[config.mk]
export PLATFORM = sky130hd
export DESIGN_NAME = spm_power_ctrl
export DESIGN_NICKNAME = d
export VERILOG_FILES = /design/src/hw/spm_pkg.sv /design/src/hw/spm_power_ctrl.sv
export SDC_FILE = /design/constraint.sdc
export NUM_CORES = 1
export LEC_CHECK = 0
export ABC_CLOCK_PERIOD_IN_PS = 2300
export BUFFER_PORTS_ARGS = -buffer_cell sky130_fd_sc_hd__buf_4
export CORE_ASPECT_RATIO = 1.1
export CORE_MARGIN = 10
export CORE_UTILIZATION = 40
export CTS_BUF_LIST = sky130_fd_sc_hd__clkbuf_2
export DETAILED_ROUTE_END_ITERATION = 12
export SETUP_SLACK_MARGIN = 0.02
export SLEW_MARGIN = 25
export SYNTH_ARGS = -nofsm -noshare
export SYNTH_HDL_FRONTEND = slang
export SYNTH_SLANG_ARGS = --single-unit
export TNS_END_PERCENT = 5
[constraint.sdc]
create_clock -name clk_sys_i -period 2.3 [get_ports clk_sys_i]
set_input_delay 0.115 -clock clk_sys_i [delete_from_list [all_inputs] [get_ports clk_sys_i]]
set_output_delay 0.115 -clock clk_sys_i [all_outputs]
set_load 0.01 [all_outputs]
[src/hw/spm_pkg.sv]
// Constants, register map and carrier types of the switch power-mode control.
// Assumes a single 50 MHz system clock and an 8-bit register port.
package spm_pkg;

    localparam int unsigned SPM_NPHY = 2;

    // Register map on the 8-bit register port.
    localparam logic [7:0] SPM_ADDR_GPC = 8'h0e;
    localparam logic [7:0] SPM_ADDR_SLEEP = 8'h0f;
    localparam logic [7:0] SPM_ADDR_STATUS = 8'h10;
    localparam logic [7:0] SPM_ADDR_PCTL_BASE = 8'h1d;
    localparam logic [7:0] SPM_PCTL_STRIDE = 8'h10;

    // Field layout.
    localparam int unsigned SPM_MODE_LSB = 3;
    localparam int unsigned SPM_MODE_MSB = 4;
    localparam int unsigned SPM_PCTL_PDN_BIT = 3;

    // Reset values.
    localparam logic [7:0] SPM_GPC_RST = 8'h00;
    localparam logic [7:0] SPM_SLEEP_RST = 8'h50;
    localparam logic [7:0] SPM_PCTL_RST = 8'h00;
    localparam logic [7:0] SPM_ZERO8 = 8'h00;

    // Global power modes as coded in the mode field.
    typedef enum logic [1:0] {
        SPM_MODE_NORMAL = 2'h0,
        SPM_MODE_EDET = 2'h1,
        SPM_MODE_SOFT_PD = 2'h2,
        SPM_MODE_PSAVE = 2'h3
    } spm_mode_t;

    // Timing.
    localparam int unsigned SPM_CLK_PERIOD_NS = 20;
    localparam int unsigned SPM_LP_WIDTH_NS = 120;
    localparam int unsigned SPM_LP_PERIOD_MS = 1000;
    localparam int unsigned SPM_SLEEP_UNIT_US = 1000;
    localparam int unsigned SPM_LP_WIDTH_CYC =
        (SPM_LP_WIDTH_NS + SPM_CLK_PERIOD_NS - 1) / SPM_CLK_PERIOD_NS;
    localparam int unsigned SPM_LP_PERIOD_CYC =
        SPM_LP_PERIOD_MS * 1000000 / SPM_CLK_PERIOD_NS;
    localparam int unsigned SPM_SLEEP_UNIT_CYC =
        SPM_SLEEP_UNIT_US * 1000 / SPM_CLK_PERIOD_NS;

    // Register port request.
    typedef struct packed {
        logic [7:0] addr;
        logic [7:0] wdata;
        logic wr;
        logic rd;
    } spm_req_t;

    // Enables of one PHY.
    typedef struct packed {
        logic tx_en;
        logic rx_en;
        logic edet_en;
    } spm_phy_en_t;

endpackage

[src/hw/spm_power_ctrl.sv]
// Power-mode controller of the switch: mode register, energy detect sleep,
// soft power-down with wake on host access, power saving and per-PHY
// power-down.
// Assumes cable energy and link inputs come from analog blocks (async), and
// the management power-down and auto-negotiation inputs share clk_sys_i.
//
// Summary of operation
// - Mode field: normal, energy detect, power-down, saving.
// - Port control bit 3 powers down PHY.
// - Mode field resets to normal.
// - Normal mode: clocks, PHYs, MACs, host on.
// - Host write in normal changes mode.
// - Low-power state emits 120 ns pulses each second.
// - Idle beyond go-sleep time enters low power.
// - Low power keeps only receiver energy detect.
// - Cable energy returns to energy detect normal.
// - Soft power-down disables clocks, PHYs, MACs.
// - Host access wakes, resets registers to default.
// - Saving needs mode 11, autoneg, no cable.
// - Saving keeps clocks, MAC, registers, host.
// - Saving keeps transmitter, turns off unused receiver.
// - Line activity restores full PHY power.
// - Host write in saving changes mode.
// - Management register bit 11 also powers down.
//
// Added by the designer: the address-and-strobe port.
`timescale 1ns/1ps
module spm_power_ctrl
    import spm_pkg::*;
#(
    parameter int unsigned LP_PERIOD_CYC = spm_pkg::SPM_LP_PERIOD_CYC,
    parameter int unsigned SLEEP_UNIT_CYC = spm_pkg::SPM_SLEEP_UNIT_CYC
)
(
    // Clock and reset.
    input wire logic clk_sys_i,
    input wire logic rst_i,
    // Register port.
    input wire spm_pkg::spm_req_t req_i,
    output logic [7:0] rdata_o,
    // Line and PHY management inputs.
    input wire logic [spm_pkg::SPM_NPHY-1:0] cable_energy_i,
    input wire logic [spm_pkg::SPM_NPHY-1:0] link_up_i,
    input wire logic [spm_pkg::SPM_NPHY-1:0] autoneg_en_i,
    input wire logic [spm_pkg::SPM_NPHY-1:0] mgmt_pdn_i,
    // Power enables.
    output logic pll_clk_en_o,
    output logic mac_en_o,
    output logic host_if_en_o,
    output spm_pkg::spm_phy_en_t [spm_pkg::SPM_NPHY-1:0] phy_en_o,
    output logic link_pulse_o,
    output logic soft_rst_o,
    output spm_pkg::spm_mode_t mode_o
);
    import spm_pkg::*;

    typedef enum logic [2:0] {
        SPM_ST_NORMAL,
        SPM_ST_ED_ACTIVE,
        SPM_ST_ED_LOW,
        SPM_ST_SOFT_PD,
        SPM_ST_PSAVE
    } spm_state_t;

    localparam logic [31:0] LP_LAST = 32'(LP_PERIOD_CYC - 1);
    localparam logic [31:0] LP_WIDTH = 32'(SPM_LP_WIDTH_CYC);
    localparam logic [31:0] UNIT_LAST = 32'(SLEEP_UNIT_CYC - 1);

    ////////////////////////////////////////////////////////////////////////
    // Input synchronisers and per-PHY decode.

    logic [SPM_NPHY-1:0] energy_m_q;
    logic [SPM_NPHY-1:0] energy_q;
    logic [SPM_NPHY-1:0] link_m_q;
    logic [SPM_NPHY-1:0] link_q;
    logic [7:0] gpc_q;
    logic [7:0] sleep_q;
    logic [7:0] pctl_q [SPM_NPHY];
    logic [SPM_NPHY-1:0] pctl_hit;
    logic [SPM_NPHY-1:0] port_pdn;
    logic [SPM_NPHY-1:0] psave_port;
    spm_state_t state_q;
    spm_state_t state_d;

    always_ff @(posedge clk_sys_i)
    begin
        energy_m_q <= cable_energy_i;
        energy_q <= energy_m_q;
        link_m_q <= link_up_i;
        link_q <= link_m_q;
    end

    wire energy_any = |energy_q;
    wire any_access = req_i.wr | req_i.rd;
    // In soft power-down a host access only wakes the block: a write is
    // dropped and a read returns zero, since every register resets anyway.
    wire wake_access = (state_q == SPM_ST_SOFT_PD) && any_access;
    wire reg_rst = rst_i | wake_access;
    wire wr_ok = req_i.wr && !wake_access;
    wire gpc_hit = (req_i.addr == SPM_ADDR_GPC);
    wire sleep_hit = (req_i.addr == SPM_ADDR_SLEEP);
    wire status_hit = (req_i.addr == SPM_ADDR_STATUS);

    genvar gi;
    generate
        for (gi = 0; gi < SPM_NPHY; gi++)
        begin : g_port
            assign pctl_hit[gi] = (req_i.addr ==
                8'(SPM_ADDR_PCTL_BASE + 8'(gi) * SPM_PCTL_STRIDE));
            assign port_pdn[gi] = pctl_q[gi][SPM_PCTL_PDN_BIT]
                | mgmt_pdn_i[gi];
            // Saving applies only to an auto-negotiating port with no cable.
            assign psave_port[gi] = (state_q == SPM_ST_PSAVE)
                && autoneg_en_i[gi] && !link_q[gi] && !energy_q[gi];

            always_ff @(posedge clk_sys_i)
            begin
                if (reg_rst)
                    pctl_q[gi] <= SPM_PCTL_RST;
                else if (wr_ok && pctl_hit[gi])
                    pctl_q[gi] <= req_i.wdata;
            end
        end
    endgenerate

    ////////////////////////////////////////////////////////////////////////
    // Registers.

    wire [1:0] mode_field = gpc_q[SPM_MODE_MSB:SPM_MODE_LSB];
    wire mode_wr = wr_ok && gpc_hit;

    always_ff @(posedge clk_sys_i)
    begin
        if (reg_rst)
        begin
            gpc_q <= SPM_GPC_RST;
            sleep_q <= SPM_SLEEP_RST;
        end
        else
        begin
            if (mode_wr)
                gpc_q <= req_i.wdata;
            if (wr_ok && sleep_hit)
                sleep_q <= req_i.wdata;
        end
    end

    logic [7:0] pctl_rd;
    always_comb
    begin
        pctl_rd = SPM_ZERO8;
        for (int i = 0; i < SPM_NPHY; i++)
        begin
            if (pctl_hit[i])
                pctl_rd = pctl_q[i];
        end
    end

    wire [7:0] status_val = {5'h00, 3'(state_q)};
    wire [7:0] rd_mux = gpc_hit ? gpc_q :
                        sleep_hit ? sleep_q :
                        status_hit ? status_val : pctl_rd;
    wire [7:0] rdata_d = (req_i.rd && !wake_access) ? rd_mux : SPM_ZERO8;

    ////////////////////////////////////////////////////////////////////////
    // Energy detect idle timer and link pulse generator.

    logic [31:0] unit_cnt_q;
    logic [8:0] idle_q;
    logic [31:0] lp_cnt_q;

    wire ed_timing = (state_q == SPM_ST_ED_ACTIVE);
    wire unit_tick = (unit_cnt_q == UNIT_LAST);
    wire idle_over = (idle_q > {1'b0, sleep_q});
    wire ed_low = (state_q == SPM_ST_ED_LOW);
    wire lp_d = ed_low && (lp_cnt_q < LP_WIDTH);

    // The idle count stops at its top bit, so a long quiet spell cannot
    // wrap it back below the go-sleep value.
    always_ff @(posedge clk_sys_i)
    begin
        if (rst_i || !ed_timing || energy_any)
        begin
            unit_cnt_q <= '0;
            idle_q <= '0;
        end
        else
        begin
            unit_cnt_q <= unit_tick ? '0 : unit_cnt_q + 32'h1;
            if (unit_tick && !idle_q[8])
                idle_q <= idle_q + 9'h1;
        end
    end

    // The pulse counter restarts on each entry to the low-power state, so
    // the first pulse leaves at once and the rest follow once per period.
    always_ff @(posedge clk_sys_i)
    begin
        if (rst_i || !ed_low)
            lp_cnt_q <= '0;
        else
            lp_cnt_q <= (lp_cnt_q == LP_LAST) ? '0 : lp_cnt_q + 32'h1;
    end

    ////////////////////////////////////////////////////////////////////////
    // Power state machine.
    // Leaving energy detect passes through normal for one cycle, which also
    // clears the idle and pulse timers; power saving goes straight to the new mode.

    always_comb
    begin
        state_d = state_q;
        case (state_q)
            SPM_ST_NORMAL, SPM_ST_PSAVE:
            begin
                case (spm_mode_t'(mode_field))
                    SPM_MODE_EDET: state_d = SPM_ST_ED_ACTIVE;
                    SPM_MODE_SOFT_PD: state_d = SPM_ST_SOFT_PD;
                    SPM_MODE_PSAVE: state_d = SPM_ST_PSAVE;
                    default: state_d = SPM_ST_NORMAL;
                endcase
            end
            SPM_ST_ED_ACTIVE:
            begin
                if (mode_field != SPM_MODE_EDET)
                    state_d = SPM_ST_NORMAL;
                else if (idle_over)
                    state_d = SPM_ST_ED_LOW;
            end
            SPM_ST_ED_LOW:
            begin
                if (mode_field != SPM_MODE_EDET)
                    state_d = SPM_ST_NORMAL;
                else if (energy_any)
                    state_d = SPM_ST_ED_ACTIVE;
            end
            SPM_ST_SOFT_PD:
            begin
                if (any_access)
                    state_d = SPM_ST_NORMAL;
            end
            default: state_d = SPM_ST_NORMAL;
        endcase
    end

    always_ff @(posedge clk_sys_i)
    begin
        if (rst_i)
            state_q <= SPM_ST_NORMAL;
        else
            state_q <= state_d;
    end

    ////////////////////////////////////////////////////////////////////////
    // Output enables.
    // Every enable is registered, so it lags the state by one cycle.

    wire core_on = (state_q == SPM_ST_NORMAL) || (state_q == SPM_ST_PSAVE)
        || (state_q == SPM_ST_ED_ACTIVE);
    wire clk_on = core_on;
    spm_phy_en_t [SPM_NPHY-1:0] phy_en_d;

    always_comb
    begin
        for (int i = 0; i < SPM_NPHY; i++)
        begin
            phy_en_d[i].tx_en = core_on && !port_pdn[i];
            phy_en_d[i].rx_en = core_on && !port_pdn[i]
                && !psave_port[i];
            phy_en_d[i].edet_en = (core_on || ed_low)
                && !port_pdn[i];
        end
    end

    always_ff @(posedge clk_sys_i)
    begin
        if (rst_i)
        begin
            pll_clk_en_o <= 1'b1;
            mac_en_o <= 1'b1;
            host_if_en_o <= 1'b1;
            phy_en_o <= '0;
            link_pulse_o <= 1'b0;
            soft_rst_o <= 1'b0;
            mode_o <= SPM_MODE_NORMAL;
            rdata_o <= SPM_ZERO8;
        end
        else
        begin
            pll_clk_en_o <= clk_on;
            mac_en_o <= core_on;
            host_if_en_o <= core_on;
            phy_en_o <= phy_en_d;
            link_pulse_o <= lp_d;
            soft_rst_o <= wake_access;
            mode_o <= spm_mode_t'(mode_field);
            rdata_o <= rdata_d;
        end
    end

    generate
        for (gi = 0; gi < SPM_NPHY; gi++)
        begin : g_chk

        end
    endgenerate
endmodule

Yosys cells after proc, flatten, opt, wreduce, memory -nomap -nowiden --
Memories as Yosys holds them, arrays and structs flattened. Cells that the tools add are included.
Word-level totals: flip-flop bits (word level) 119, bits in writable memories 16, word-level logic and storage cells 120, memories 1
Memories:
- pctl_q | words 2, bits a word 8, rd ports 2, clocked after Yosys merged registers in 0, wr ports 2, RTL line spm_power_ctrl.sv:78 | logic [7:0] pctl_q [SPM_NPHY];
Cells by class: $add $sub $neg 3, $lt $le $gt $ge 2, eq/ne operators 18, muxes and demuxes 22, bitwise operators 7, reduce and logical (&&, ||, !) cells 46
Operators by type and width (count):
- 32-bit by 1-bit adder with 32-bit output, second input constant | 2
- 8-bit two-way mux | 7
- 32-bit by 16-bit equality test with 1-bit output, second input constant | 1
- 32-bit by 26-bit equality test with 1-bit output, second input constant | 1
- 32-bit by 3-bit less-than comparator with 1-bit output, second input constant | 1
- 1-bit logical AND | 21
- 8-bit by 4-bit equality test with 1-bit output, second input constant | 2
- 8-bit by 5-bit equality test with 1-bit output, second input constant | 2
- 3-bit two-way mux | 5
- 1-bit logical NOT | 12
- 3-bit case mux with 4 select lines | 1
- 2-bit OR reduction | 5
- 9-bit by 1-bit adder with 9-bit output, second input constant | 1
- 9-bit by 8-bit greater-than comparator with 1-bit output | 1
- 3-bit case mux with 3 select lines | 1
- 8-bit by 6-bit equality test with 1-bit output, second input constant | 1
- 1-bit two-way mux | 8
- 3-bit by 2-bit equality test with 1-bit output, second input constant | 2
- 1-bit logical OR | 6
- 1-bit OR | 6
- 2-bit equality test, second input constant | 2
- 3-bit by 1-bit equality test with 1-bit output, second input constant | 1
- 3-bit equality test, second input constant | 1
- 3-bit logical NOT | 1
- 7 further kinds | 7

Depth between registers and ports, before layout --
word-level depth 9, mapped depth 7, mapped depth without buffers 7

Least setup slack after synthesis --
OpenSTA, ideal clock, no wires.
path kind register to register, from register lp_cnt_q[27], to register lp_cnt_q[10], arrival 1.673 ns, data required time 2.184 ns, slack 0.511 ns, stages on the path, launching flop included 7, path buffers 1, clock period less this slack 1.789 ns, path through dfxtp_1 -> nor4_1 -> nand4_1 -> or4_4 -> o21ai_4 -> buf_6 -> nor2_1
Between the ends: word-level cells in the longest chain between the ends 2
RTL lines:
- from (decl) | RTL line spm_power_ctrl.sv:170 | logic [31:0] lp_cnt_q;
- from (signal assigned) | RTL line spm_power_ctrl.sv:202 | lp_cnt_q <= (lp_cnt_q == LP_LAST) ? '0 : lp_cnt_q + 32'h1;
- 32-bit by 26-bit equality test with 1-bit output | RTL line spm_power_ctrl.sv:202
- 2-bit OR reduction (no line)
Every way passes these cells. A chain may end at the register's enable or synchronous reset.

Worst setup path in the final report --
from register lp_cnt_q[27], to register lp_cnt_q[11]
Same word-level chain as after synthesis.

==> flow_metrics.tcl <==
set metrics [dict create \
    synth_warnings 0 \
    fin_nets 788 \
    grt_antenna_before_repair 1 \
    critPathLaunchType "flop" \
    boundaryPins 49 \
    post-synth-top-area-fraction_pct 40.05 \
    cts_tree "done" \
    clock-sinks 135 \
    die_area_um2 20150 \
    startpoint "lp_cnt_q[27]" \
    power_mw 3.814 \
    clk_latency_ns 0.73 \
    power_leakage_nw 2.631 \
    rr_startpoint "lp_cnt_q[27]" \
    clockBufferDepth 2 \
    outcome "completed" \
    htreeDepth 4 \
    core_um2 14500 \
    gp_congestion 0.8752 \
    p_per_area_nw_per_um2 534.4 \
    drt-vias-per-instance 5.230 \
    vias 4979 \
    grt-ovfl-total 0 \
    slew_headroom_pct 60.52 \
    ys_types 49 \
    grt_pass1_wl_um 23470 \
    drc 0 \
    hold_ws_ns 0.08160 \
    ys_seq_elements 135 \
    maxCapViolCount 0 \
    critical_path_class "flop to flop" \
    fin_crit_ns 2.151 \
    worstMarginPinSlew_ns 0.5873 \
    rsz0062_at_grt "true" \
    setup_viol 0 \
    cts_setup_buffers 0 \
    grt_pass1_vias 4924 \
    r2r.worst_path.cells 6 \
    skew_ns 0.03603 \
    synth.area.top_cells "dfxtp_1, edfxtp_1, nor2_1, xnor2_1, xor2_1" \
    clock.fmax_mhz 464.8 \
    worstSetupEndpointType "flop" \
    hold_viol_final 0 \
    die_y_um 147.9 \
    drive_gt1_share_pct 14.10 \
    final_antenna_net_count 0 \
    hold_path_end "gpc_q[4]" \
    grt_max_degree 33 \
    min_from "req_i[14]" \
    yosys.area.top_type "dfxtp_1" \
    root_buffer "clkbuf_2" \
    io_buffers 48 \
    synthArstFlopShare_pct 0 \
    r2r_end "lp_cnt_q[11]" \
    cts_buffers 17 \
    syn_avg_cell_area_um2 9.208 \
    min_path_type "primary input to flop" \
    critPathMaxStageDelay_ns 0.57 \
    min_path_cells 6 \
    finalCritPeriodShare_pct 93.54 \
    finalWorstSetupSlack_ns 0.1485 \
    final_util_pct 49.21 \
    cp.required_ns 2.92 \
    grt_usage_pct 14.14 \
    crit_chain "nor4_1, nand4_1, or4_4, o21ai_4, buf_4, nor2_1" \
    num_rows 46 \
    hpwl_um 10000 \
    drtIter0Drc 266 \
    vdd_drop_max_v 0.0002341 \
    drt-total-wl_um 13860 \
    syn_nets 688 \
    syn_inst 646 \
    drv_slew 0 \
    path_max_fanout 10 \
    worstPathArrival_ns 2.77 \
    areaGrowthSynthToFinish_pct 19.98 \
    start_util_pct 41.01 \
    mappedNetlistArea_um2 5948 \
    routedWlPerCell_um 14.56 \
    tns_ns 0 \
    synth_edf_count 16 \
    preCtsSetupSlack_ns 0.2065 \
    drt_first_pass_iters 5 \
    cpMaxStageDelayCell "or4_4" \
    die_w_um 136.3 \
    r2r_setup_slack_ns 0.15 \
    yosysSeqAreaShare_pct 48.13 \
    synth-main-ff-cell "dfxtp_1" \
    clkTransAtPathRegs_ns 0.22 \
]
-- how the worst max path moves through the flow --
stage,to,slack (ns),depth (start not counted)
2_1_floorplan,lp_cnt_q[10],0.51,6
3_3_place_gp,lp_cnt_q[12],0.25,6
3_5_place_dp,lp_cnt_q[9],0.21,6
4_1_cts,sleep_q[4],0.11,7
5_1_grt,lp_cnt_q[10],0.02,6
6_report,lp_cnt_q[11],0.15,6
-- Yosys cell counts (2+ instances only) --
| master | n |
|---|---|
| a31o_2 | 3 |
| mux2i_1 | 18 |
| clkbuf_1 | 11 |
| a22oi_1 | 12 |
| and3_1 | 9 |
| xnor2_1 | 33 |
| nand4_1 | 29 |
| and4_1 | 14 |
| a21o_1 | 3 |
| buf_2 | 4 |
| nor2b_1 | 2 |
| nand2b_1 | 2 |
| or3_1 | 3 |
| a211oi_1 | 2 |
| and2_1 | 19 |
| dfxtp_1 | 119 |
| edfxtp_1 | 16 |
| a21oi_1 | 15 |
| nor4_1 | 21 |
| nor2_1 | 112 |
| o21ai_0 | 4 |
| buf_6 | 3 |
| nor3_1 | 26 |
| nand2_1 | 40 |
| buf_4 | 2 |
| xor2_1 | 31 |
| nand3_1 | 35 |
| inv_1 | 23 |
| a22o_1 | 2 |
| ha_1 | 14 |
-- report_power, final --
| part | switching (mW) | internal (mW) | leakage (nW) |
|---|---|---|---|
| clock network | 0.952 | 0.303 | 0.123 |
| logic | 0.0585 | 0.0812 | 1.39 |
| registers | 0.00804 | 2.41 | 1.12 |
| total | 1.02 | 2.80 | 2.63 |
-- cell families after synthesis --
group                      count (synthesis)  synth area share, %
DFF                                      135                48.13
and+or+nand+nor                          322                27.30
muxes                                     19                3.218
AOI/OAI and AO/OA                         49                5.680
buffers and inverters                     43                3.302
xor gates and xnor gates                  64                9.424
adders and majority gates                 14                2.945
-- critical path: cells and delay by family, from the launching register on --
family                 cells  cell delay (ns)
AND/OR/NAND/NOR            4             1.11
AO/OA/AOI/OAI              1             0.29
flip-flops                 1             0.42
buffers and inverters      1             0.24
-- flip-flops by register name, summed over array words and instances, names as in the netlist --
register and flops:
link_m_q 2, unit_cnt_q 32, gpc_q 8, link_pulse_o 1, state_q 3, link_q 2, rdata_o 8, sleep_q 8
host_if_en_o 1, lp_cnt_q 32, idle_q 9, pctl_q 16, phy_en_o 6, soft_rst_o 1, mode_o 2, energy_q 2
energy_m_q 2
-- placed cells by master, fill, tap and decap left out, types with 17 or more instances in the layout --
master / synthesis / routed
and2_1: 19 / 19
buf_4: 2 / 65
clkbuf_2: 0 / 17
dfxtp_1: 119 / 119
dlygate4sd3_1: 0 / 36
inv_1: 23 / 23
mux2i_1: 18 / 18
nand2_1: 40 / 39
nand3_1: 35 / 35
nand4_1: 29 / 29
nor2_1: 112 / 112
nor3_1: 26 / 26
nor4_1: 21 / 21
xnor2_1: 33 / 33
xor2_1: 31 / 31
-- stage by stage --
stage / instance area (um2) / instances
finish: 7137 / 952
global route: 7137 / 952
CTS: 7129 / 951
detailed placement: 6566 / 883
global placement: 6566 / 883
floorplan: 5948 / 646
-- per-layer routing --
metal	GRT usage (%)	share of wire, %
met5	0	0
met4	5.757	1.8
met3	4.136	5.2
met2	24.00	50
met1	16.20	43
-- layout make-up --
cell class	instances	area (um2)
clock inverter	15	117.6
tap	192	240.2
timing repair buffer	101	848.3
sequential	135	2863
clock buffer	17	85.08
antenna	1	2.502
fill	1421	7367
inverter	23	86.33
multi-input combinational	468	2894
-- what timing repair did --
action                                  4_1_cts  5_1_grt
endpoints found under the setup margin        0        3
hold buffers                                 36        0
hold endpoints to repair                     87        0
gates resized for setup                       0        2
Power figures use the tool's default switching activity.
